==> config.mk <==
export PLATFORM = sky130hd
export DESIGN_NAME = power_mode_ctrl
export DESIGN_NICKNAME = d
export VERILOG_FILES = /design/src/design/power_mode_pkg.sv /design/src/design/power_mode_ctrl.sv
export SDC_FILE = /design/constraint.sdc
export NUM_CORES = 1
export LEC_CHECK = 0
export ABC_AREA = 1
export BUFFER_PORTS_ARGS = -buffer_cell sky130_fd_sc_hd__buf_4
export CORE_MARGIN = 2
export CORE_UTILIZATION = 35
export CTS_BUF_LIST = sky130_fd_sc_hd__clkbuf_16
export CTS_CLUSTER_DIAMETER = 40
export DETAILED_ROUTE_END_ITERATION = 6
export PLACE_DENSITY = 0.65
export SYNTH_ARGS = -nofsm -noshare
export SYNTH_HDL_FRONTEND = slang
export SYNTH_SLANG_ARGS = --single-unit
==> constraint.sdc <==
create_clock -name mclk_in -period 2.3 [get_ports mclk_in]
set_input_delay 0.46 -clock mclk_in [delete_from_list [all_inputs] [get_ports mclk_in]]
set_output_delay 0.46 -clock mclk_in [all_outputs]
set_load 0.01 [all_outputs]
==> src/design/power_mode_pkg.sv <==
// Package for the power-mode controller: register addresses, field positions,
// reset values, prescale encodings and the external bus carrier.
// Assumes a byte-wide special-register port driven by the processor core.
package power_mode_pkg;

  // Register addresses on the special-register port.
  localparam logic [7:0] POWER_CONTROL_ADDR = 8'h87;
  localparam logic [7:0] CLOCK_CONTROL_0_ADDR = 8'hf9;
  localparam logic [7:0] POWER_CONTROL_RESET = 8'h00;
  localparam logic [7:0] CLOCK_CONTROL_0_RESET = 8'h50;
  localparam logic [7:0] READ_UNMAPPED = 8'h00;

  // Power control register fields.
  localparam int IDLE_BIT = 0;
  localparam int PDOWN_BIT = 1;
  localparam int TX_CLK1_BIT = 2;
  localparam int RX_CLK1_BIT = 3;
  localparam int COLD_BIT = 4;
  localparam int RSVD_BIT = 5;
  localparam int BAUD1_BIT = 6;
  localparam int BAUD0_BIT = 7;

  // Clock control register 0 fields.
  localparam int PS_LSB = 0;
  localparam int PS_MSB = 2;
  localparam int AUTO_REC_BIT = 3;
  localparam logic [2:0] PS_FULL = 3'h0;

  // Core restart delay after a supervisor reset, in machine cycles.
  localparam int RESTART_MACH_CYCLES = 3;
  localparam int CLKS_PER_MACH_CYCLE = 4;

  // Idle bus levels.
  localparam logic [7:0] BUS_IDLE_BYTE = 8'hff;

  typedef enum logic [1:0] {
    MODE_RUN = 2'b00,
    MODE_IDLE = 2'b01,
    MODE_PDOWN = 2'b10
  } power_mode_t;

  typedef struct packed {
    logic ale;
    logic program_fetch_strobe_n;
    logic rd_n;
    logic wr_n;
    logic [7:0] addr_data_low;
    logic [7:0] addr_high;
  } ext_bus_t;

endpackage

==> src/design/power_mode_ctrl.sv <==
// Power-mode controller: idle, power-down and reduced core frequency.
// Assumes a same-clock special-register port from the core, same-clock
// interrupt and supervisor reset requests, and an asynchronous reset pin.
//
// Contract
// - Idle stops only the core and watchdog clocks
// - Peripherals keep running during idle
// - Idle bit write is last instruction
// - Idle preserves all core and register state
// - Enabled interrupt clears idle bit, resumes
// - Supervisor reset ends idle, restart after three
// - Watchdog inactive in idle; other resets work
// - Port outputs held in low power
// - Power-down bit write is last instruction
// - Power-down stops oscillator and all clocks
// - Power-down retains registers and memories
// - Only supervisor resets end power-down
// - Bus pins parked in low power
// - Three-bit prescaler divides core clock
// - Prescale encodings one to 2048
// - Prescaler affects core and watchdog only
// - Auto recovery clears prescale on interrupt
// - Auto recovery bit 3, prescale 2:0
// - Power control register layout and reset
// - Cold flag set by power-on or by a register write of one
`timescale 1ns/1ps

module power_mode_ctrl #(
  parameter int MACH_CYCLE_CLKS = power_mode_pkg::CLKS_PER_MACH_CYCLE
) (
  input wire logic mclk_in,
  input wire logic rstn_in,
  input wire logic sfr_wr_in,
  input wire logic sfr_rd_in,
  input wire logic [7:0] sfr_addr_in,
  input wire logic [7:0] sfr_wdata_in,
  output logic [7:0] sfr_rdata_out,
  input wire logic irq_in,
  input wire logic ext_reset_n_in,
  input wire logic lvd_reset_in,
  input wire logic debug_reset_in,
  input wire logic watchdog_reset_in,
  input wire logic power_on_reset_in,
  input wire power_mode_pkg::ext_bus_t core_bus_in,
  output power_mode_pkg::ext_bus_t bus_out,
  output logic core_clk_en_out,
  output logic watchdog_clk_en_out,
  output logic peripheral_clk_en_out,
  output logic usb_clk_en_out,
  output logic osc_en_out,
  output logic port_hold_out,
  output logic core_reset_out
);

  localparam int RESTART_CLKS = power_mode_pkg::RESTART_MACH_CYCLES * MACH_CYCLE_CLKS;

  function automatic logic [10:0] div_last(input logic [2:0] ps);
    case (ps)
      3'h0: div_last = 11'h000;
      3'h1: div_last = 11'h001;
      3'h2: div_last = 11'h003;
      3'h3: div_last = 11'h007;
      3'h4: div_last = 11'h00f;
      3'h5: div_last = 11'h01f;
      3'h6: div_last = 11'h3ff;
      default: div_last = 11'h7ff;
    endcase
  endfunction

  logic [7:0] power_control_register_q;
  logic [7:0] clock_control_0_q;
  logic [2:0] pin_sync_q;
  logic pin_reset_q;
  logic [10:0] div_cnt_q;
  logic tick;
  logic [7:0] restart_q;
  logic idle_req;
  logic pdown_req;
  logic halted;
  logic warm_reset;
  logic power_control_wr;
  logic ccon_wr;
  power_mode_pkg::power_mode_t mode;

  ////////////////////////////////////////////////////////////////////////////
  // Reset sources

  // The pin is asynchronous; it counts only once two late stages agree.
  always_ff @(posedge mclk_in or negedge rstn_in) begin
    if (!rstn_in) begin
      pin_sync_q <= 3'h7;
      pin_reset_q <= 1'b0;
    end else begin
      pin_sync_q <= {pin_sync_q[1:0], ext_reset_n_in};
      if (pin_sync_q[1] == pin_sync_q[2]) begin
        pin_reset_q <= ~pin_sync_q[2];
      end
    end
  end

  assign idle_req = power_control_register_q[power_mode_pkg::IDLE_BIT];
  assign pdown_req = power_control_register_q[power_mode_pkg::PDOWN_BIT];

  always_comb begin
    if (pdown_req) begin
      mode = power_mode_pkg::MODE_PDOWN;
    end else if (idle_req) begin
      mode = power_mode_pkg::MODE_IDLE;
    end else begin
      mode = power_mode_pkg::MODE_RUN;
    end
  end

  assign warm_reset = pin_reset_q | lvd_reset_in | debug_reset_in |
                      (watchdog_reset_in & (mode == power_mode_pkg::MODE_RUN));

  assign halted = (mode != power_mode_pkg::MODE_RUN) || (restart_q != 8'h00);

  assign power_control_wr = sfr_wr_in && !halted && (sfr_addr_in == power_mode_pkg::POWER_CONTROL_ADDR);
  assign ccon_wr = sfr_wr_in && !halted && (sfr_addr_in == power_mode_pkg::CLOCK_CONTROL_0_ADDR);

  ////////////////////////////////////////////////////////////////////////////
  // Power control register

  always_ff @(posedge mclk_in or negedge rstn_in) begin
    if (!rstn_in) begin
      power_control_register_q <= power_mode_pkg::POWER_CONTROL_RESET;
    end else begin
      if (power_control_wr) begin
        power_control_register_q <= sfr_wdata_in;
        power_control_register_q[power_mode_pkg::RSVD_BIT] <= 1'b0;
      end else if (warm_reset) begin
        power_control_register_q[power_mode_pkg::IDLE_BIT] <= 1'b0;
        power_control_register_q[power_mode_pkg::PDOWN_BIT] <= 1'b0;
      end else if (irq_in && mode == power_mode_pkg::MODE_IDLE) begin
        power_control_register_q[power_mode_pkg::IDLE_BIT] <= 1'b0;
      end
      if (power_on_reset_in) begin
        power_control_register_q[power_mode_pkg::COLD_BIT] <= 1'b1;
      end
    end
  end

  ////////////////////////////////////////////////////////////////////////////
  // Clock control register 0

  always_ff @(posedge mclk_in or negedge rstn_in) begin
    if (!rstn_in) begin
      clock_control_0_q <= power_mode_pkg::CLOCK_CONTROL_0_RESET;
    end else if (irq_in && mode != power_mode_pkg::MODE_PDOWN &&
                 (ccon_wr ? sfr_wdata_in[power_mode_pkg::AUTO_REC_BIT]
                          : clock_control_0_q[power_mode_pkg::AUTO_REC_BIT])) begin
      clock_control_0_q <= ccon_wr ? sfr_wdata_in : clock_control_0_q;
      clock_control_0_q[power_mode_pkg::PS_MSB:power_mode_pkg::PS_LSB] <=
        power_mode_pkg::PS_FULL;
    end else if (ccon_wr) begin
      clock_control_0_q <= sfr_wdata_in;
    end
  end

  always_ff @(posedge mclk_in or negedge rstn_in) begin
    if (!rstn_in) begin
      sfr_rdata_out <= power_mode_pkg::READ_UNMAPPED;
    end else if (sfr_rd_in && sfr_addr_in == power_mode_pkg::POWER_CONTROL_ADDR) begin
      sfr_rdata_out <= power_control_register_q;
    end else if (sfr_rd_in && sfr_addr_in == power_mode_pkg::CLOCK_CONTROL_0_ADDR) begin
      sfr_rdata_out <= clock_control_0_q;
    end else begin
      sfr_rdata_out <= power_mode_pkg::READ_UNMAPPED;
    end
  end

  ////////////////////////////////////////////////////////////////////////////
  // Core clock prescaler

  always_ff @(posedge mclk_in or negedge rstn_in) begin
    if (!rstn_in) begin
      div_cnt_q <= 11'h000;
    end else if (div_cnt_q >= div_last(clock_control_0_q[2:0])) begin
      div_cnt_q <= 11'h000;
    end else begin
      div_cnt_q <= div_cnt_q + 11'h001;
    end
  end

  assign tick = (div_cnt_q >= div_last(clock_control_0_q[2:0]));

  always_ff @(posedge mclk_in or negedge rstn_in) begin
    if (!rstn_in) begin
      restart_q <= 8'h00;
    end else if (warm_reset) begin
      restart_q <= 8'(RESTART_CLKS);
    end else if (restart_q != 8'h00) begin
      restart_q <= restart_q - 8'h01;
    end
  end

  ////////////////////////////////////////////////////////////////////////////
  // Clock gates and pin holding

  always_ff @(posedge mclk_in or negedge rstn_in) begin
    if (!rstn_in) begin
      core_clk_en_out <= 1'b0;
      watchdog_clk_en_out <= 1'b0;
      peripheral_clk_en_out <= 1'b1;
      usb_clk_en_out <= 1'b1;
      osc_en_out <= 1'b1;
      port_hold_out <= 1'b0;
      core_reset_out <= 1'b0;
    end else begin
      // prescale only core and watchdog
      // A supervisor reset in run must not let one more core pulse through.
      core_clk_en_out <= tick && !halted && !warm_reset;
      watchdog_clk_en_out <= tick && (mode == power_mode_pkg::MODE_RUN);
      peripheral_clk_en_out <= (mode != power_mode_pkg::MODE_PDOWN);
      usb_clk_en_out <= (mode != power_mode_pkg::MODE_PDOWN);
      osc_en_out <= (mode != power_mode_pkg::MODE_PDOWN);
      port_hold_out <= (mode != power_mode_pkg::MODE_RUN);
      core_reset_out <= warm_reset || (restart_q > 8'h01);
    end
  end

  always_ff @(posedge mclk_in or negedge rstn_in) begin
    if (!rstn_in) begin
      bus_out <= '{1'b0, 1'b1, 1'b1, 1'b1, 8'hff, 8'hff};
    end else if (mode != power_mode_pkg::MODE_RUN) begin
      bus_out <= '{1'b0, 1'b1, 1'b1, 1'b1, power_mode_pkg::BUS_IDLE_BYTE,
                   power_mode_pkg::BUS_IDLE_BYTE};
    end else begin
      bus_out <= core_bus_in;
    end
  end

  ////////////////////////////////////////////////////////////////////////////
  // Checks

  property p_idle_core_off;
    @(posedge mclk_in) disable iff (!rstn_in)
      (mode == power_mode_pkg::MODE_IDLE) |=> !core_clk_en_out && peripheral_clk_en_out;
  endproperty
  a_idle_core_off: assert property (p_idle_core_off) else $error("core clock ran in idle");

  property p_idle_entry;
    @(posedge mclk_in) disable iff (!rstn_in)
      (power_control_wr && sfr_wdata_in[0] && !sfr_wdata_in[1]) |=> idle_req ##1 !core_clk_en_out;
  endproperty
  a_idle_entry: assert property (p_idle_entry) else $error("idle not entered");

  property p_irq_wake;
    @(posedge mclk_in) disable iff (!rstn_in)
      (mode == power_mode_pkg::MODE_IDLE && irq_in && !power_control_wr) |=> !idle_req;
  endproperty
  a_irq_wake: assert property (p_irq_wake) else $error("interrupt did not end idle");

  property p_restart;
    @(posedge mclk_in) disable iff (!rstn_in)
      (warm_reset && !power_control_wr) |=> !idle_req && !pdown_req ##0 !core_clk_en_out [*2];
  endproperty
  a_restart: assert property (p_restart) else $error("reset did not restart core");

  property p_wdt_idle;
    @(posedge mclk_in) disable iff (!rstn_in)
      (mode == power_mode_pkg::MODE_IDLE) |=> !watchdog_clk_en_out;
  endproperty
  a_wdt_idle: assert property (p_wdt_idle) else $error("watchdog clocked in idle");

  property p_pdown_off;
    @(posedge mclk_in) disable iff (!rstn_in)
      pdown_req |=> !osc_en_out && !usb_clk_en_out && !peripheral_clk_en_out && port_hold_out;
  endproperty
  a_pdown_off: assert property (p_pdown_off) else $error("clocks ran in power-down");

  property p_pdown_stay;
    @(posedge mclk_in) disable iff (!rstn_in)
      (pdown_req && !warm_reset && !power_control_wr) |=> pdown_req;
  endproperty
  a_pdown_stay: assert property (p_pdown_stay) else $error("power-down left early");

  property p_bus_park;
    @(posedge mclk_in) disable iff (!rstn_in)
      (idle_req || pdown_req) |=> !bus_out.ale && bus_out.rd_n &&
        bus_out.addr_data_low == 8'hff && bus_out.addr_high == 8'hff;
  endproperty
  a_bus_park: assert property (p_bus_park) else $error("bus not parked");

  property p_auto_rec;
    @(posedge mclk_in) disable iff (!rstn_in)
      (irq_in && !pdown_req && clock_control_0_q[3] && !ccon_wr) |=>
        clock_control_0_q[2:0] == 3'h0;
  endproperty
  a_auto_rec: assert property (p_auto_rec) else $error("prescale not restored");

  property p_cold;
    @(posedge mclk_in) disable iff (!rstn_in)
      power_on_reset_in |=> power_control_register_q[4];
  endproperty
  a_cold: assert property (p_cold) else $error("cold flag not set");

endmodule

Word level (Yosys, flattened, before mapping)
Cells that the tools add are included.
{ "word_totals": {"ff_bits": 71, "latch_bits": 0, "mem_bits_rw": 0, "romBits": 0, "in_bits": 46, "out_inout_bits": 35, "elab_cells": 84, "memories": 0} }
{ "classes": {"addsub": 2, "multipliers": 0, "div": 0, "magnitude_cmp": 2, "eq_ne": 11, "shift": 0, "n_mux": 18, "bitwise": 5, "n_reduce_logical": 24} }
{ "ops": {"columns": ["op", "n"], "rows": [
  ["$pmux 11 s7", 1],
  ["$mux 8", 5],
  ["$mux 20", 1],
  ["$eq 8x8->1 const B", 2],
  ["$add 11x1->11 const B", 1],
  ["$ge 11x11->1", 1],
  ["$logic_and 1x1->1", 11],
  ["$mux 11", 1],
  ["$reduce_bool 2->1", 5],
  ["$eq 3x3->1 const B", 3],
  ["$gt 8x1->1 const B", 1],
  ["$reduce_bool 8->1", 1],
  ["$sub 8x1->8 const B", 1],
  ["$eq 3x2->1 const B", 2],
  ["$mux 1", 6],
  ["$mux 3", 2],
  ["$mux 2", 2],
  ["$eq 3x1->1 const B", 1],
  ["$logic_not 3->1", 1],
  ["$or 1x1->1", 3],
  ["$reduce_bool 3->1", 1],
  ["$eq 2x1->1 const B", 1],
  ["$logic_not 1->1", 2],
  ["$logic_not 2->1", 1],
  ["other kinds (5)", 6]
]} }

Depth between registers and ports, before layout
{ "depth": {"word_depth": 10, "mapped_depth": 10, "depth_no_buf": 10} }

Worst setup path after synthesis
Ideal clock, no wire load.
{ "synth_timing": {"path_kind": "reg-to-reg", "from": "reg clock_control_0_q[1]", "to": "reg div_cnt_q[9]", "setup_ps": 121, "arrival_ps": 1501, "setup_slack_ps": 678, "path_stages_with_launch": 10, "path_buffers": 1, "synth_period_minus_slack_ps": 1622, "cell_sequence": "dfrtp_1 > nand2_1 > ha_1 > nand2_1 > nor2_1 > and2_1 > nand2_1 > nand4_1 > buf_2 > nor2_1"} }
{ "synth_between": {"elab_chain_cells": 4} }
{ "synth_lines": {"columns": ["item", "line", "rtl"], "rows": [
  ["start: declaration", "power_mode_ctrl.sv:71", "logic [7:0] clock_control_0_q;"],
  ["start signal: assignment", "power_mode_ctrl.sv:149", "clock_control_0_q <= power_mode_pkg::CLOCK_CONTROL_0_RESET;"],
  ["start signal: assignment", "power_mode_ctrl.sv:153", "clock_control_0_q <= ccon_wr ? sfr_wdata_in : clock_control_0_q;"],
  ["start signal: indexed assignment", "power_mode_ctrl.sv:154", "clock_control_0_q[power_mode_pkg::PS_MSB:power_mode_pkg::PS_LSB] <="],
  ["$eq 3x3->1 (tied with other cells)", "power_mode_ctrl.sv:58", "case (ps)"],
  ["$pmux 11 s7 (*)", "power_mode_ctrl.sv:58", null],
  ["$ge 11x11->1 (*)", "power_mode_ctrl.sv:179", "end else if (div_cnt_q >= div_last(clock_control_0_q[2:0])) begin"],
  ["$mux 11 (*)", "power_mode_ctrl.sv:179", null],
  ["end signal: assignment", "power_mode_ctrl.sv:182", "div_cnt_q <= div_cnt_q + 11'h001;"],
  ["end: declaration", "power_mode_ctrl.sv:74", "logic [10:0] div_cnt_q;"]
]} }
Every way passes the cells marked *; elsewhere a longest branch is shown, timed or not.
A chain may end at the register's enable or synchronous reset.

Worst setup path after layout
{ "layout_timing": {"from": "reg clock_control_0_q[1]", "to": "reg core_clk_en_out"} }
{ "layout_between": {"elab_chain_cells": 5} }
{ "layout_lines": {"columns": ["item", "line", "rtl"], "rows": [
  ["$eq 3x3->1 (tied with other cells)", "power_mode_ctrl.sv:58", null],
  ["$pmux 11 s7 (*)", "power_mode_ctrl.sv:58", null],
  ["$ge 11x11->1 (*)", "power_mode_ctrl.sv:186", "assign tick = (div_cnt_q >= div_last(clock_control_0_q[2:0]));"],
  ["$logic_and 1x1->1 (*) (2 in series)", "power_mode_ctrl.sv:213", "core_clk_en_out <= tick && !halted && !warm_reset;"],
  ["end signal: assignment", "power_mode_ctrl.sv:213", null],
  ["end: declaration", "power_mode_ctrl.sv:46", "output logic core_clk_en_out,"]
]} }
Marks and branches as above.

==> summary.txt <==
Status - finished clean
Final WS setup - 0.400 ns
Avg WL per Cell - 11.9 µm
Worst path arrival time - 2.16 ns
Clock latency at the later pin of the worst-skew pair - 0.33 ns
Async SR Flop Fraction - 100%
Total gr overflow - 0
Peak Freq - 526 MHz
Initial Util - 35.8%
Syn Area/Cell - 9.50 µm²
Top_reg_cell synth - dfrtp_1
# DRC - 0
Core area - 0.00915 mm²
Post-Synth XOR/XNOR Area - 3.21%
RePlAce Congestion - 0.857
Final setup fails - 0
Die Y - 101 µm
Leak - 2.13 nW
Die Span X - 101 µm
Layout cell share with drive strength beyond 1 - 36.2%
Main combinational cell family by area after synthesis - simple AND/OR/NAND/NOR gates
GRT Total Usage - 14.1%
Synthesized area - 0.00328 mm²
First-pass GRT wire length - 11300 µm
CTS tree - yes
Critical Path RT - 2.56 ns
Adder-cell share of the synthesized area - 5.34%
Final Hold Fails - 0
PwrDens - 669 mW/mm²
CP Max Fanout - 12
Die ar. - 0.0102 mm²
Crit. End Element - flip-flop
Vias in the first global route - 2510
Layout area overhead - 32.1%
Worst slew pin tran - 0.378 ns
Multiplexer share of the synthesized area - 0%
Most common cell after layout, fill and taps aside - buf_4
Vias - 2479
Fin crit share - 82.6%
Num ports - 81
CTS H-Tree Depth - 3
Critical setup path kind - flip-flop to flip-flop
Simple-Gate Fraction of Synth Area - 23.1%
Yosys warnings - 0
Setup TNS - 0 ns
Avg Vias per Cell - 4.52
Max Slew Vio Count - 0
Worst Skew - 0.00720 ns
Ant. Diodes - 0
Hold Crit Class - primary input to async pin
R2R setup slack - 0.40 ns
Sequential-to-total area share from yosys stat - 55.2%
Final critical-path required period - 1.90 ns
Total CTS buffers - 9
Drt pass-1 iters - 4
Initial antenna violation count - 0
Most frequent cells in the layout - buf_4 (84), nand2_1 (62), dfrtp_1 (46), inv_1 (45), nor2_1 (38)
Post-route ant nets - 0
Clock Sinks - 71
Cells after synthesis - 345
Dpl ws - 0.422 ns
Final wirelength - 6530 µm
Final nets - 492
Peak supply drop - 0.413 mV
CP Launch Type - flip-flop
DRT iter0 DRCs - 93
DP HPWL - 4900 µm
CTS Buffer Depth - 2
Post-CTS Setup Bufs - 0
IO Port Bufs - 80
Rows - 35
Post-Syn Nets - 405
Largest net degree at the start of global routing - 72
Post-CTS sizing - 0
Max-cap violations - 0
Synth Area in Compound Gates - 6.45%
Post-synth EDFFs - 0
Util after Layout - 47.3%
Library cells used by synthesis - 30
Hold_buf cts - 0
Unrepaired setup endpoints after global routing - false
Clk root buf - clkbuf_16
Synthesized flop and latch total - 71
Slew headroom - 74.8%
Clk slew on worst S/H paths - 0.05 ns
kinds of logic (layout without fill, tap and decap cells):
| family | after synthesis | in the layout |
|---|---|---|
| adder cells (fa/ha/maj) | 14 | 14 |
| XOR/XNOR | 12 | 12 |
| AND/OR/NAND/NOR | 160 | 160 |
| flip-flops | 71 | 71 |
| buffers and inverters | 53 | 145 |
| AO/OA/AOI/OAI | 35 | 35 |
power breakdown:
group          switching (mW)  total (mW)  internal, mW
sequential            0.00907        1.30          1.29
clock                   0.506        1.43         0.921
combinational          0.0772       0.172        0.0945
total                   0.593        2.90          2.31
flip-flops by register name, summed over array words and instances (netlist names):
name / cells
bus_out: 20
div_cnt_q: 11
clock_control_0_q: 8
restart_q: 8
sfr_rdata_out: 8
power_control_register_q: 7
pin_sync_q: 3
core_clk_en_out: 1
core_reset_out: 1
osc_en_out: 1
pin_reset_q: 1
port_hold_out: 1
watchdog_clk_en_out: 1
path summary, 6_finish.rpt:
check,endpoint,start,depth (start not counted)
worst max-delay path,core_clk_en_out$_DFF_PN0_,clock_control_0_q[1]$_DFFE_PN0P_,10
worst min-delay path,pin_reset_q$_DFFE_PN0N_,rstn_in,2
worst max register to register,core_clk_en_out$_DFF_PN0_,clock_control_0_q[1]$_DFFE_PN0P_,10
worst min register to register,pin_sync_q[1]$_DFF_PN1_,pin_sync_q[0]$_DFF_PN1_,0
max in group asynchronous,bus_out[2]$_DFF_PN1_,rstn_in,2
min in group mclk_in,pin_sync_q[0]$_DFF_PN1_,ext_reset_n_in,1
through the flow:
stage,cells,hold WS [ns],total power [mW],instance area (µm²)
2_1_floorplan,345,0.164,1.37,3280
3_3_place_gp,532,0.348,1.49,4010
3_5_place_dp,532,0.348,1.50,4010
4_1_cts,548,0.150,2.95,4330
5_1_grt,548,0.165,3.02,4330
6_report,548,0.132,2.90,4330
cell usage after synthesis (2+ instances only):
master / n / share of area [%]
nand2_1: 62 / 7.1
dfrtp_1: 46 / 35
inv_1: 44 / 5.0
nor2_1: 38 / 4.4
dfstp_2: 25 / 20
or2_2: 19 / 3.6
nand3_1: 18 / 2.7
ha_1: 14 / 5.3
o21ai_0: 13 / 2.0
xor2_1: 9 / 2.4
a21oi_1: 7 / 1.1
nand4_1: 7 / 1.3
o21ai_2: 6 / 1.6
nor3_1: 5 / 0.76
clkbuf_1: 4 / 0.46
o31ai_1: 4 / 0.92
nor2_2: 3 / 0.57
o21ai_1: 3 / 0.46
xnor2_1: 3 / 0.80
and2_1: 2 / 0.38
buf_4: 2 / 0.46
buf_6: 2 / 0.69
nand2_2: 2 / 0.38
routing by layer:
layer  wire length (µm)  track usage (%)  up-vias
li1                   -                -     1267
met1               2790             17.0     1154
met2               3460             24.7       51
met3                190             2.43        7
met4                 94             6.32        0
met5                  0                0        -
layout make-up:
class / instances / area [µm²]
fillers: 858 / 4820
clock inverters: 4 / 21.3
clock buffers: 12 / 300
multi-input cells: 221 / 1250
well taps: 111 / 139
flip-flops and latches: 71 / 1810
repair buffers: 85 / 651
inverters: 44 / 165
worst max-delay path, cell delays in order (launching register included):
cell and delay [ns]:
dfrtp_1 0.47, nand2_1 0.21, ha_1 0.33, nand2_1 0.07
nor2_1 0.14, and2_1 0.14, nand2_1 0.05, nand4_1 0.07
buf_4 0.19, nand2_1 0.08, nor2_1 0.08
(Power assumes the default switching activity.)
